$ cat src/shared/sfep_consts.svh
// Constants for the serial flash erase / program / power-down sequencer.
// Assumes a 250 MHz core clock; times are kept in microseconds.
`ifndef SFEP_CONSTS_SVH
`define SFEP_CONSTS_SVH

// ****************************************
// Command codes
// ****************************************
`define SFEP_OPC_ERASE64 8'hD8
`define SFEP_OPC_ERASE32 8'h52
`define SFEP_OPC_ERASE_ALL_A 8'h60
`define SFEP_OPC_ERASE_ALL_B 8'hC7
`define SFEP_OPC_PAGE_WRITE 8'h02
`define SFEP_OPC_QUAD_PAGE_WRITE 8'h38
`define SFEP_OPC_SLEEP_RELEASE 8'hAB
// Not given by the command set quoted here; plain defaults
`define SFEP_OPC_WRITE_UNLOCK 8'h06
`define SFEP_OPC_SLEEP_ENTRY 8'hB9

// ****************************************
// Framing and geometry
// ****************************************
`define SFEP_BYTES_OPCODE 3'h1
`define SFEP_BYTES_HEADER 3'h4
`define SFEP_BIT_STEP_SINGLE 4'h1
`define SFEP_BIT_STEP_QUAD 4'h4
`define SFEP_BLOCK64_SIZE 25'h1_0000
`define SFEP_ARRAY_SIZE 25'h100_0000
`define SFEP_BP_ALL 4'h9
`define SFEP_FIFO_DEPTH 8

// ****************************************
// Timing
// ****************************************
`define SFEP_CLK_MHZ 250
`define SFEP_US2CYC(us) ((us) * `SFEP_CLK_MHZ)
`define SFEP_BLOCK64_ERASE_TIME_US 200000
`define SFEP_BLOCK32_ERASE_TIME_US 100000
`define SFEP_ARRAY_ERASE_TIME_US 8000000
`define SFEP_PAGE_WRITE_TIME_US 1000
`define SFEP_SLEEP_ENTRY_DELAY_US 10
`define SFEP_SLEEP_EXIT_DELAY_US 10

`endif

$ cat src/shared/sfep_pkg.sv
// Types shared by the sequencer and its testbench.
// Assumes sfep_consts.svh supplies all numeric constants.
package sfep_pkg;

  typedef enum logic [2:0] {
    SFEP_ST_STANDBY,
    SFEP_ST_FLUSH,
    SFEP_ST_BUSY,
    SFEP_ST_ENTER_SLEEP,
    SFEP_ST_SLEEP,
    SFEP_ST_WAKE
  } sfep_state_t;

  typedef enum logic [2:0] {
    SFEP_OP_ERASE64,
    SFEP_OP_ERASE32,
    SFEP_OP_ERASE_ALL,
    SFEP_OP_PROGRAM,
    SFEP_OP_ABORT
  } sfep_op_t;

endpackage

$ cat src/logic/sfep_fifo.sv
// Small synchronous FIFO with valid/ready on both sides.
// Assumes one clock; DEPTH is a power of two.
module sfep_fifo #(
  parameter int unsigned WIDTH = 16,
  parameter int unsigned DEPTH = 8
) (
  input wire logic clk_i,
  input wire logic rst_n_i,
  input wire logic in_valid_i,
  output logic in_ready_o,
  input wire logic [WIDTH-1:0] in_data_i,
  output logic out_valid_o,
  input wire logic out_ready_i,
  output logic [WIDTH-1:0] out_data_o,
  output logic empty_o
);
  localparam int unsigned AW = $clog2(DEPTH);

  if (DEPTH < 2 || (1 << AW) != DEPTH) begin : g_bad_depth
    $error("sfep_fifo: DEPTH must be a power of two of at least 2");
  end

  logic [WIDTH-1:0] mem [DEPTH];
  logic [AW-1:0] wr_ptr, next_wr_ptr, rd_ptr, next_rd_ptr;
  logic [AW:0] count, next_count;
  logic push, pop;

  assign in_ready_o = (count != (AW+1)'(DEPTH));
  assign out_valid_o = (count != '0);
  assign empty_o = (count == '0);
  assign out_data_o = mem[rd_ptr];
  assign push = in_valid_i && in_ready_o;
  assign pop = out_valid_o && out_ready_i;

  always_comb begin
    next_wr_ptr = wr_ptr + (push ? AW'(1) : AW'(0));
    next_rd_ptr = rd_ptr + (pop ? AW'(1) : AW'(0));
    next_count = count + (push ? (AW+1)'(1) : '0) - (pop ? (AW+1)'(1) : '0);
  end

  always_ff @(posedge clk_i or negedge rst_n_i) begin
    if (!rst_n_i) begin
      wr_ptr <= '0;
      rd_ptr <= '0;
      count <= '0;
    end else begin
      wr_ptr <= next_wr_ptr;
      rd_ptr <= next_rd_ptr;
      count <= next_count;
    end
  end

  // Storage carries no reset; only the pointers and count define what is valid
  always_ff @(posedge clk_i) begin
    if (push) begin
      mem[wr_ptr] <= in_data_i;
    end
  end
endmodule // sfep_fifo

$ cat src/logic/sfep_sequencer.sv
// Erase, page program and deep power-down command handling of a serial flash.
// Assumes select, clock and data lines come from the host's domain and are
// sampled here; an array controller drains staged page bytes and runs the ops.
`include "sfep_consts.svh"

module sfep_sequencer #(
  parameter int unsigned BLOCK64_ERASE_CYC = `SFEP_US2CYC(`SFEP_BLOCK64_ERASE_TIME_US),
  parameter int unsigned BLOCK32_ERASE_CYC = `SFEP_US2CYC(`SFEP_BLOCK32_ERASE_TIME_US),
  parameter int unsigned ARRAY_ERASE_CYC = `SFEP_US2CYC(`SFEP_ARRAY_ERASE_TIME_US),
  parameter int unsigned PAGE_WRITE_CYC = `SFEP_US2CYC(`SFEP_PAGE_WRITE_TIME_US),
  parameter int unsigned FIFO_DEPTH = `SFEP_FIFO_DEPTH
) (
  input wire logic clk_i,
  input wire logic rst_n_i,
  input wire logic cs_n_i,
  input wire logic sclk_i,
  input wire logic [3:0] quad_data_lines_i,
  input wire logic quad_lines_enable_bit_i,
  input wire logic [3:0] block_protect_bits_i,
  output logic cycle_in_progress_bit_o,
  output logic write_unlock_latch_o,
  output logic sleeping_o,
  output logic op_valid_o,
  output sfep_pkg::sfep_op_t op_kind_o,
  output logic [23:0] op_addr_o,
  output logic page_byte_valid_o,
  input wire logic page_byte_ready_i,
  output logic [7:0] page_byte_col_o,
  output logic [7:0] page_byte_o
);
  localparam int unsigned SLEEP_ENTRY_CYC = `SFEP_US2CYC(`SFEP_SLEEP_ENTRY_DELAY_US);
  localparam int unsigned SLEEP_EXIT_CYC = `SFEP_US2CYC(`SFEP_SLEEP_EXIT_DELAY_US);

  if (BLOCK64_ERASE_CYC < 1 || BLOCK32_ERASE_CYC < 1 || ARRAY_ERASE_CYC < 1 ||
      PAGE_WRITE_CYC < 1 || FIFO_DEPTH < 2) begin : g_bad_param
    $error("sfep_sequencer: cycle counts must be at least 1, FIFO depth at least 2");
  end

  // ****************************************
  // Pin synchronisers and edge detection
  // ****************************************
  // Bit 5 select, bit 4 clock, bits 3..0 data lines
  logic [5:0] sync1, sync2;
  logic cs_d, sclk_d;
  logic cs_rise, cs_fall, cs_low, sclk_rise;
  logic [3:0] sio;

  always_ff @(posedge clk_i or negedge rst_n_i) begin
    if (!rst_n_i) begin
      sync1 <= 6'h20;
      sync2 <= 6'h20;
      cs_d <= 1'b1;
      sclk_d <= 1'b0;
    end else begin
      sync1 <= {cs_n_i, sclk_i, quad_data_lines_i};
      sync2 <= sync1;
      cs_d <= sync2[5];
      sclk_d <= sync2[4];
    end
  end

  assign cs_low = !sync2[5];
  assign cs_rise = sync2[5] && !cs_d;
  assign cs_fall = !sync2[5] && cs_d;
  assign sclk_rise = sync2[4] && !sclk_d;
  assign sio = sync2[3:0];

  // ****************************************
  // Serial shifter and page byte staging
  // ****************************************
  logic [2:0] bitcnt, next_bitcnt;
  logic [2:0] byte_cnt, next_byte_cnt;
  logic quad, next_quad;
  logic stage, next_stage;
  logic got_data, next_got_data;
  logic [7:0] shreg, next_shreg, opcode, next_opcode, col, next_col;
  logic [23:0] addr, next_addr;
  logic pend_valid, next_pend_valid;
  logic [15:0] pend, next_pend;
  logic [7:0] shifted;
  logic [3:0] bit_sum;
  logic fifo_in_ready, fifo_empty;
  sfep_pkg::sfep_state_t state, next_state;
  logic write_unlock_latch, next_wel;

  always_comb begin
    next_bitcnt = bitcnt;
    next_byte_cnt = byte_cnt;
    next_quad = quad;
    next_stage = stage;
    next_got_data = got_data;
    next_shreg = shreg;
    next_opcode = opcode;
    next_col = col;
    next_addr = addr;
    next_pend = pend;
    next_pend_valid = pend_valid && !fifo_in_ready;
    shifted = shreg;
    bit_sum = {1'b0, bitcnt};
    if (cs_fall) begin
      next_bitcnt = 3'h0;
      next_byte_cnt = 3'h0;
      next_quad = 1'b0;
      next_stage = 1'b0;
      next_got_data = 1'b0;
    end else if (cs_low && sclk_rise) begin
      if (quad) begin
        shifted = {shreg[3:0], sio};
        bit_sum = {1'b0, bitcnt} + `SFEP_BIT_STEP_QUAD;
      end else begin
        shifted = {shreg[6:0], sio[0]};
        bit_sum = {1'b0, bitcnt} + `SFEP_BIT_STEP_SINGLE;
      end
      next_shreg = shifted;
      next_bitcnt = bit_sum[2:0];
      if (bit_sum[3]) begin
        if (byte_cnt != `SFEP_BYTES_HEADER) begin
          next_byte_cnt = byte_cnt + 3'h1;
        end
        case (byte_cnt)
          3'h0: begin
            next_opcode = shifted;
            // Four-line framing only when quad lines are enabled
            next_quad = (shifted == `SFEP_OPC_QUAD_PAGE_WRITE) && quad_lines_enable_bit_i;
            // Bytes are staged only for a page write begun in standby with the latch set
            next_stage = ((shifted == `SFEP_OPC_PAGE_WRITE) || next_quad) && write_unlock_latch &&
                         (state == sfep_pkg::SFEP_ST_STANDBY);
          end
          3'h1, 3'h2: begin
            next_addr = {addr[15:0], shifted};
          end
          3'h3: begin
            next_addr = {addr[15:0], shifted};
            next_col = shifted;
          end
          default: begin
            next_got_data = 1'b1;
            if (stage) begin
              // Each byte takes the next column; past the page end the column wraps and overwrites
              next_pend = {col, shifted};
              next_pend_valid = 1'b1;
              next_col = col + 8'h01;
            end
          end
        endcase
      end
    end
  end

  always_ff @(posedge clk_i or negedge rst_n_i) begin
    if (!rst_n_i) begin
      bitcnt <= 3'h0;
      byte_cnt <= 3'h0;
      quad <= 1'b0;
      stage <= 1'b0;
      got_data <= 1'b0;
      shreg <= 8'h00;
      opcode <= 8'h00;
      col <= 8'h00;
      addr <= 24'h00_0000;
      pend_valid <= 1'b0;
      pend <= 16'h0000;
    end else begin
      bitcnt <= next_bitcnt;
      byte_cnt <= next_byte_cnt;
      quad <= next_quad;
      stage <= next_stage;
      got_data <= next_got_data;
      shreg <= next_shreg;
      opcode <= next_opcode;
      col <= next_col;
      addr <= next_addr;
      pend_valid <= next_pend_valid;
      pend <= next_pend;
    end
  end

  // The FIFO absorbs array-side stalls; a byte still pending when the next
  // completes is overwritten, which a stall of over 9 bytes' length would need.
  sfep_fifo #(
    .WIDTH(16),
    .DEPTH(FIFO_DEPTH)
  ) u_fifo (
    .clk_i(clk_i),
    .rst_n_i(rst_n_i),
    .in_valid_i(pend_valid),
    .in_ready_o(fifo_in_ready),
    .in_data_i(pend),
    .out_valid_o(page_byte_valid_o),
    .out_ready_i(page_byte_ready_i),
    .out_data_o({page_byte_col_o, page_byte_o}),
    .empty_o(fifo_empty)
  );

  // ****************************************
  // Command execution and power states
  // ****************************************
  function automatic logic sfep_prot(input logic [23:0] a, input logic [3:0] bp);
    logic [24:0] size;
    size = `SFEP_BLOCK64_SIZE << (bp - 4'h1);
    if (bp == 4'h0) begin
      return 1'b0;
    end
    if (bp >= `SFEP_BP_ALL) begin
      return 1'b1;
    end
    return {1'b0, a} >= (`SFEP_ARRAY_SIZE - size);
  endfunction

  logic [31:0] timer, next_timer;
  logic discard, next_discard, keep_wel, next_keep_wel;
  logic cycle_in_progress_bit, next_wip, sleep, next_sleep;
  logic op_valid, next_op_valid;
  sfep_pkg::sfep_op_t op_kind, next_op_kind;
  logic [23:0] op_addr, next_op_addr;
  logic single, header;

  assign single = (byte_cnt == `SFEP_BYTES_OPCODE) && (bitcnt == 3'h0);
  assign header = (byte_cnt == `SFEP_BYTES_HEADER) && (bitcnt == 3'h0) && !got_data;

  always_comb begin
    next_state = state;
    next_wel = write_unlock_latch;
    next_timer = timer;
    next_discard = discard;
    next_keep_wel = keep_wel;
    next_op_valid = 1'b0;
    next_op_kind = op_kind;
    next_op_addr = op_addr;
    case (state)
      sfep_pkg::SFEP_ST_STANDBY: begin
        if (cs_rise) begin
          if (stage && got_data) begin
            next_state = sfep_pkg::SFEP_ST_FLUSH;
            // Off-boundary release drops the bytes and keeps the latch
            next_keep_wel = (bitcnt != 3'h0);
            next_discard = (bitcnt != 3'h0) || sfep_prot(addr, block_protect_bits_i);
          end else if (single && opcode == `SFEP_OPC_WRITE_UNLOCK) begin
            next_wel = 1'b1;
          end else if (single && opcode == `SFEP_OPC_SLEEP_ENTRY) begin
            next_state = sfep_pkg::SFEP_ST_ENTER_SLEEP;
            next_timer = SLEEP_ENTRY_CYC;
          end else if (single && write_unlock_latch &&
                       (opcode == `SFEP_OPC_ERASE_ALL_A || opcode == `SFEP_OPC_ERASE_ALL_B)) begin
            if (block_protect_bits_i != 4'h0) begin
              next_wel = 1'b0;
            end else begin
              next_state = sfep_pkg::SFEP_ST_BUSY;
              next_timer = ARRAY_ERASE_CYC;
              next_op_valid = 1'b1;
              next_op_kind = sfep_pkg::SFEP_OP_ERASE_ALL;
              next_op_addr = 24'h00_0000;
            end
          end else if (header && write_unlock_latch && opcode == `SFEP_OPC_ERASE64) begin
            if (sfep_prot(addr, block_protect_bits_i)) begin
              next_wel = 1'b0;
            end else begin
              next_state = sfep_pkg::SFEP_ST_BUSY;
              next_timer = BLOCK64_ERASE_CYC;
              next_op_valid = 1'b1;
              next_op_kind = sfep_pkg::SFEP_OP_ERASE64;
              next_op_addr = {addr[23:16], 16'h0000};
            end
          end else if (header && write_unlock_latch && opcode == `SFEP_OPC_ERASE32) begin
            if (sfep_prot(addr, block_protect_bits_i)) begin
              next_wel = 1'b0;
            end else begin
              next_state = sfep_pkg::SFEP_ST_BUSY;
              next_timer = BLOCK32_ERASE_CYC;
              next_op_valid = 1'b1;
              next_op_kind = sfep_pkg::SFEP_OP_ERASE32;
              next_op_addr = {addr[23:15], 15'h0000};
            end
          end
        end
      end
      sfep_pkg::SFEP_ST_FLUSH: begin
        // The op waits until every staged byte has reached the array side
        if (!pend_valid && fifo_empty) begin
          next_op_valid = 1'b1;
          next_op_addr = {addr[23:8], 8'h00};
          if (discard) begin
            next_op_kind = sfep_pkg::SFEP_OP_ABORT;
            next_wel = keep_wel && write_unlock_latch;
            next_state = sfep_pkg::SFEP_ST_STANDBY;
          end else begin
            next_op_kind = sfep_pkg::SFEP_OP_PROGRAM;
            next_state = sfep_pkg::SFEP_ST_BUSY;
            next_timer = PAGE_WRITE_CYC;
          end
        end
      end
      sfep_pkg::SFEP_ST_BUSY: begin
        // Select edges are not looked at here
        if (timer <= 32'h0000_0001) begin
          next_state = sfep_pkg::SFEP_ST_STANDBY;
          next_wel = 1'b0;
        end else begin
          next_timer = timer - 32'h0000_0001;
        end
      end
      sfep_pkg::SFEP_ST_ENTER_SLEEP: begin
        if (timer <= 32'h0000_0001) begin
          next_state = sfep_pkg::SFEP_ST_SLEEP;
        end else begin
          next_timer = timer - 32'h0000_0001;
        end
      end
      sfep_pkg::SFEP_ST_SLEEP: begin
        if (cs_rise && opcode == `SFEP_OPC_SLEEP_RELEASE && bitcnt == 3'h0 &&
            byte_cnt != 3'h0) begin
          next_state = sfep_pkg::SFEP_ST_WAKE;
          next_timer = SLEEP_EXIT_CYC;
        end
      end
      sfep_pkg::SFEP_ST_WAKE: begin
        if (timer <= 32'h0000_0001) begin
          next_state = sfep_pkg::SFEP_ST_STANDBY;
        end else begin
          next_timer = timer - 32'h0000_0001;
        end
      end
      default: begin
        next_state = sfep_pkg::SFEP_ST_STANDBY;
      end
    endcase
    next_wip = (next_state == sfep_pkg::SFEP_ST_BUSY) || (next_state == sfep_pkg::SFEP_ST_FLUSH);
    next_sleep = (next_state == sfep_pkg::SFEP_ST_SLEEP);
  end

  always_ff @(posedge clk_i or negedge rst_n_i) begin
    if (!rst_n_i) begin
      state <= sfep_pkg::SFEP_ST_STANDBY;
      write_unlock_latch <= 1'b0;
      timer <= 32'h0000_0000;
      discard <= 1'b0;
      keep_wel <= 1'b0;
      cycle_in_progress_bit <= 1'b0;
      sleep <= 1'b0;
      op_valid <= 1'b0;
      op_kind <= sfep_pkg::SFEP_OP_ERASE64;
      op_addr <= 24'h00_0000;
    end else begin
      state <= next_state;
      write_unlock_latch <= next_wel;
      timer <= next_timer;
      discard <= next_discard;
      keep_wel <= next_keep_wel;
      cycle_in_progress_bit <= next_wip;
      sleep <= next_sleep;
      op_valid <= next_op_valid;
      op_kind <= next_op_kind;
      op_addr <= next_op_addr;
    end
  end

  assign cycle_in_progress_bit_o = cycle_in_progress_bit;
  assign write_unlock_latch_o = write_unlock_latch;
  assign sleeping_o = sleep;
  assign op_valid_o = op_valid;
  assign op_kind_o = op_kind;
  assign op_addr_o = op_addr;
endmodule // sfep_sequencer

$ cat config.mk
export PLATFORM = sky130hd
export DESIGN_NAME = sfep_sequencer
export DESIGN_NICKNAME = d
export VERILOG_FILES = /design/src/shared/sfep_pkg.sv /design/src/logic/sfep_fifo.sv /design/src/logic/sfep_sequencer.sv
export VERILOG_INCLUDE_DIRS = /design/src /design/src/shared
export SDC_FILE = /design/constraint.sdc
export NUM_CORES = 1
export LEC_CHECK = 0
export ABC_AREA = 0
export BUFFER_PORTS_ARGS = -buffer_cell sky130_fd_sc_hd__buf_2
export CAP_MARGIN = 20
export CORE_ASPECT_RATIO = 0.7
export CORE_UTILIZATION = 65
export DETAILED_ROUTE_END_ITERATION = 12
export HOLD_SLACK_MARGIN = 0.03
export PLACE_DENSITY_LB_ADDON = 0.25
export REMOVE_ABC_BUFFERS = 1
export SLEW_MARGIN = 20
export SYNTH_ARGS = -nofsm -noshare
export SYNTH_HDL_FRONTEND = slang
export SYNTH_SLANG_ARGS = --single-unit
$ cat constraint.sdc
create_clock -name clk_i -period 7.1 [get_ports clk_i]
set_input_delay 1.775 -clock clk_i [delete_from_list [all_inputs] [get_ports clk_i]]
set_output_delay 1.775 -clock clk_i [all_outputs]
set_load 0.02 [all_outputs]
==> impl_metrics.py <==
metrics = {
    "outcome": {
        "outcome": "complete, no violations",
    },
    "pwr": {
        "switching_share_pct": 24.4,
        "pwr-share-clk_pct": 39.3,
        "power_density_nw_per_um2": 252,
        "fin_total_pwr_mw": 3.67,
        "p_seq_share_pct": 50.8,
        "power.share.combinational_pct": 9.9,
        "power.internal_mw": 2.77,
        "leakage_nw": 5.46,
        "p_sw_mw": 0.893,
        "vdd_drop_max_mv": 0.224,
    },
    "worst_hold_path": {
        "hold_end": "sync2[1]",
        "min-delay-start": "sync1[1]",
        "hold_class": "reg -> reg",
        "hold_path_depth": 0,
    },
    "floorplanning": {
        "die_area_um2": 20800,
        "core_um2": 19800,
        "rows": 43,
        "dieWidth_um": 172,
        "boundaryPins": 62,
        "die_h_um": 121,
        "start_util_pct": 66.5,
    },
    "detailed_routing": {
        "drc": 0,
        "wl_per_cell_um": 20.7,
        "wl_mm": 28.4,
        "drt-initial-drc-count": 942,
        "via_per_inst": 6.44,
        "ant_nets": 0,
        "firstDrtPassIters": 5,
        "vias": 8831,
    },
    "timing": {
        "drv_slew": 0,
        "timing.fmax_mhz": 196,
        "fin_hold_ws_ns": 0.348,
        "hold_viol": 0,
        "finalCriticalPeriod_ns": 5.10,
        "period_share_pct": 71.8,
        "tns_ns": 0,
        "finClkSkew_ns": 0.00942,
        "slew_headroom_pct": 33.7,
        "rsz0062_at_grt": "no",
        "setup_viol": 0,
        "tightest_slew_ns": 0.967,
    },
    "grt": {
        "grt.overflow.total": 0,
        "antenna_found_initial": 0,
        "grt_pass1_wl_mm": 45.2,
        "grt_max_degree": 112,
        "grt_pass1_vias": 8413,
        "grt.total_usage_pct": 28.4,
    },
    "yosys": {
        "synth_area_leader_cell": "dfrtp_1",
        "synth_warnings": 0,
        "synth_area_um2": 13200,
        "synth_top_area_share_pct": 29.3,
        "ys.flop_type": "dfrtp_1",
        "async_flop_share_pct": 55.1,
        "syn_inst": 1034,
        "synth_seq_cells": 285,
        "syn_area_per_cell_um2": 12.7,
        "synth.distinct_cells": 83,
        "synth_edf_count": 128,
        "yosysSeqAreaShare_pct": 59.1,
        "synthTopCellsByArea": "dfrtp_1 (29%), edfxtp_1 (29%), mux4_2 (5.5%), mux2_2 (3.9%), nor2_1 (2.9%)",
    },
    "clock_network": {
        "htreeDepth": 1,
        "clk_pin_slew_ns": 0.06,
        "root_buffer": "clkbuf_16",
        "clk_path_buf_depth": 3,
        "cts_resized": 0,
        "cts-buffers-inserted": 26,
        "numClockSinks": 285,
        "tritoncts": "yes",
        "postCtsSetupRepairBufs": 0,
        "holdBufCountCts": 0,
        "clk_latency_ns": 0.53,
    },
    "setup_path": {
        "regToRegStartpoint": "state[2]",
        "endpoint_kind": "flip-flop",
        "crit_fanout": 33,
        "cpPeakStageDelay_ns": 0.47,
        "path_cells": "buf_2 -> nor2_1 -> nand3b_1 -> ha_1 -> o41ai_1 -> ha_1 -> a211oi_1 -> nand2_1 -> o221a_2 -> o22ai_1 -> a21oi_2 -> buf_4 -> or2_1 -> buf_4 -> o31ai_1",
        "rr_endpoint": "timer[4]",
        "startpoint_type": "primary input",
        "cp_data_required_time_ns": 7.53,
        "crit_type": "in -> reg",
        "cpMaxStageDelayCell": "o22ai_1",
        "path_buf_inv": 3,
        "rr_worst_depth": 8,
        "critPathArrivalTime_ns": 5.53,
        "rrSetupSlack_ns": 3.43,
        "path_delay_family": "compound AO/OA/AOI/OAI gates",
    },
    "run": {
        "cap_violations": 0,
    },
    "finish": {
        "fin_util_pct": 73.6,
        "layout.nets": 1126,
        "area_growth_pct": 10.6,
        "nFillCells": 1329,
        "final_common_cell": "dfrtp_1",
        "most-common-layout-cells": "dfrtp_1 (152), edfxtp_1 (128), nor2_1 (101), a21oi_1 (73), nand2_1 (53)",
        "layout-drive-gt1-share_pct": 21.4,
        "diodes": 0,
    },
    "placement": {
        "numPortBuffers": 53,
        "dp_hpwl_mm": 17.8,
        "gp_congestion": 0.843,
    },
}
-- layout make-up --
cell class / count / area [um^2] / share of cell area [%]
clock buffer: 37 / 753 / 5.17
clock inverter: 10 / 128 / 0.876
inverter: 27 / 101 / 0.696
multi-input combinational: 670 / 5050 / 34.7
sequential: 285 / 7780 / 53.4
tap: 270 / 338 / 2.32
timing repair buffer: 72 / 417 / 2.86
-- cell usage after synthesis (5+ instances only) --
| library cell | number |
|---|---|
| dfrtp_1 | 154 |
| edfxtp_1 | 128 |
| nor2_1 | 101 |
| a21oi_1 | 74 |
| nand2_1 | 53 |
| mux2_2 | 46 |
| o21ai_0 | 36 |
| clkbuf_1 | 34 |
| mux4_2 | 32 |
| o31ai_1 | 32 |
| ha_1 | 29 |
| nor3_1 | 29 |
| inv_1 | 26 |
| nand3_1 | 18 |
| a22o_1 | 17 |
| o21ai_2 | 17 |
| a31oi_1 | 11 |
| mux2i_1 | 10 |
| nand2b_1 | 10 |
| and2_1 | 9 |
| buf_2 | 9 |
| buf_4 | 8 |
| nor4_1 | 8 |
| nand4_1 | 7 |
| o22a_1 | 6 |
| o22ai_1 | 6 |
| a21o_1 | 5 |
| nor2b_1 | 5 |
| o21a_1 | 5 |
| xor2_1 | 5 |
-- flip-flops by register name, indices dropped and copies added (netlist names), 4 cells and up --
register,count
u_fifo.mem,128
col,8
addr,24
timer,32
sync2,6
shreg,7
opcode,8
op_addr_o,16
sync1,6
u_fifo.count,4
pend,16
-- power groups by stage --
| stage | clock [mW] | combinational (mW) | sequential [mW] |
|---|---|---|---|
| after global routing | 1.52 | 0.404 | 1.87 |
| after global placement | 0 | 0.351 | 1.89 |
| final | 1.44 | 0.363 | 1.86 |
| after CTS | 1.46 | 0.368 | 1.86 |
| after detailed placement | 0 | 0.363 | 1.89 |
| after floorplan | 0 | 0.227 | 1.89 |
-- worst register-to-register path: cells and delay by family (launching register included) --
kind	cells	cell delay, ns
buffers and inverters	3	1.29
and+or+nand+nor	3	1.05
DFF	1	0.88
AOI/OAI and AO/OA	2	0.31
-- worst max path at each step --
stage                                 start        end  slack [ns]  depth (start not counted)
finish              block_protect_bits_i[2]   timer[1]        2.00                         15
global route        block_protect_bits_i[2]  timer[23]        1.77                         15
CTS                 block_protect_bits_i[2]   timer[1]        2.04                         15
detailed placement  block_protect_bits_i[2]   timer[1]        1.47                         15
global placement    block_protect_bits_i[2]  timer[23]        1.57                         15
floorplan           block_protect_bits_i[2]   timer[2]        1.57                         13
-- layer usage --
metal  part of all wire, %  global-route usage [%]
met1                    47                    45.5
met2                    44                    40.9
met3                   6.9                    4.31
met4                   2.2                    7.41
met5                     0                       0
-- cell families after synthesis --
group / Yosys count / synth area share (%)
adders and majority gates: 30 / 2.91
buffers and inverters: 86 / 3.01
xor gates and xnor gates: 8 / 0.532
and+or+nand+nor: 286 / 11.4
muxes: 88 / 10.2
AOI/OAI and AO/OA: 250 / 12.9
DFF: 285 / 59.1
other: 1 / 0.0285
-- per-stage QoR --
| step | std cells | setup slack (ns) | area (um^2) |
|---|---|---|---|
| floorplan | 982 | 1.57 | 12900 |
| global placement | 1324 | 1.57 | 13700 |
| detailed placement | 1324 | 1.47 | 13700 |
| CTS | 1371 | 2.04 | 14600 |
| global route | 1371 | 1.77 | 14600 |
| finish | 1371 | 2.00 | 14600 |
No activity file was read; power rests on OpenSTA's default activity.
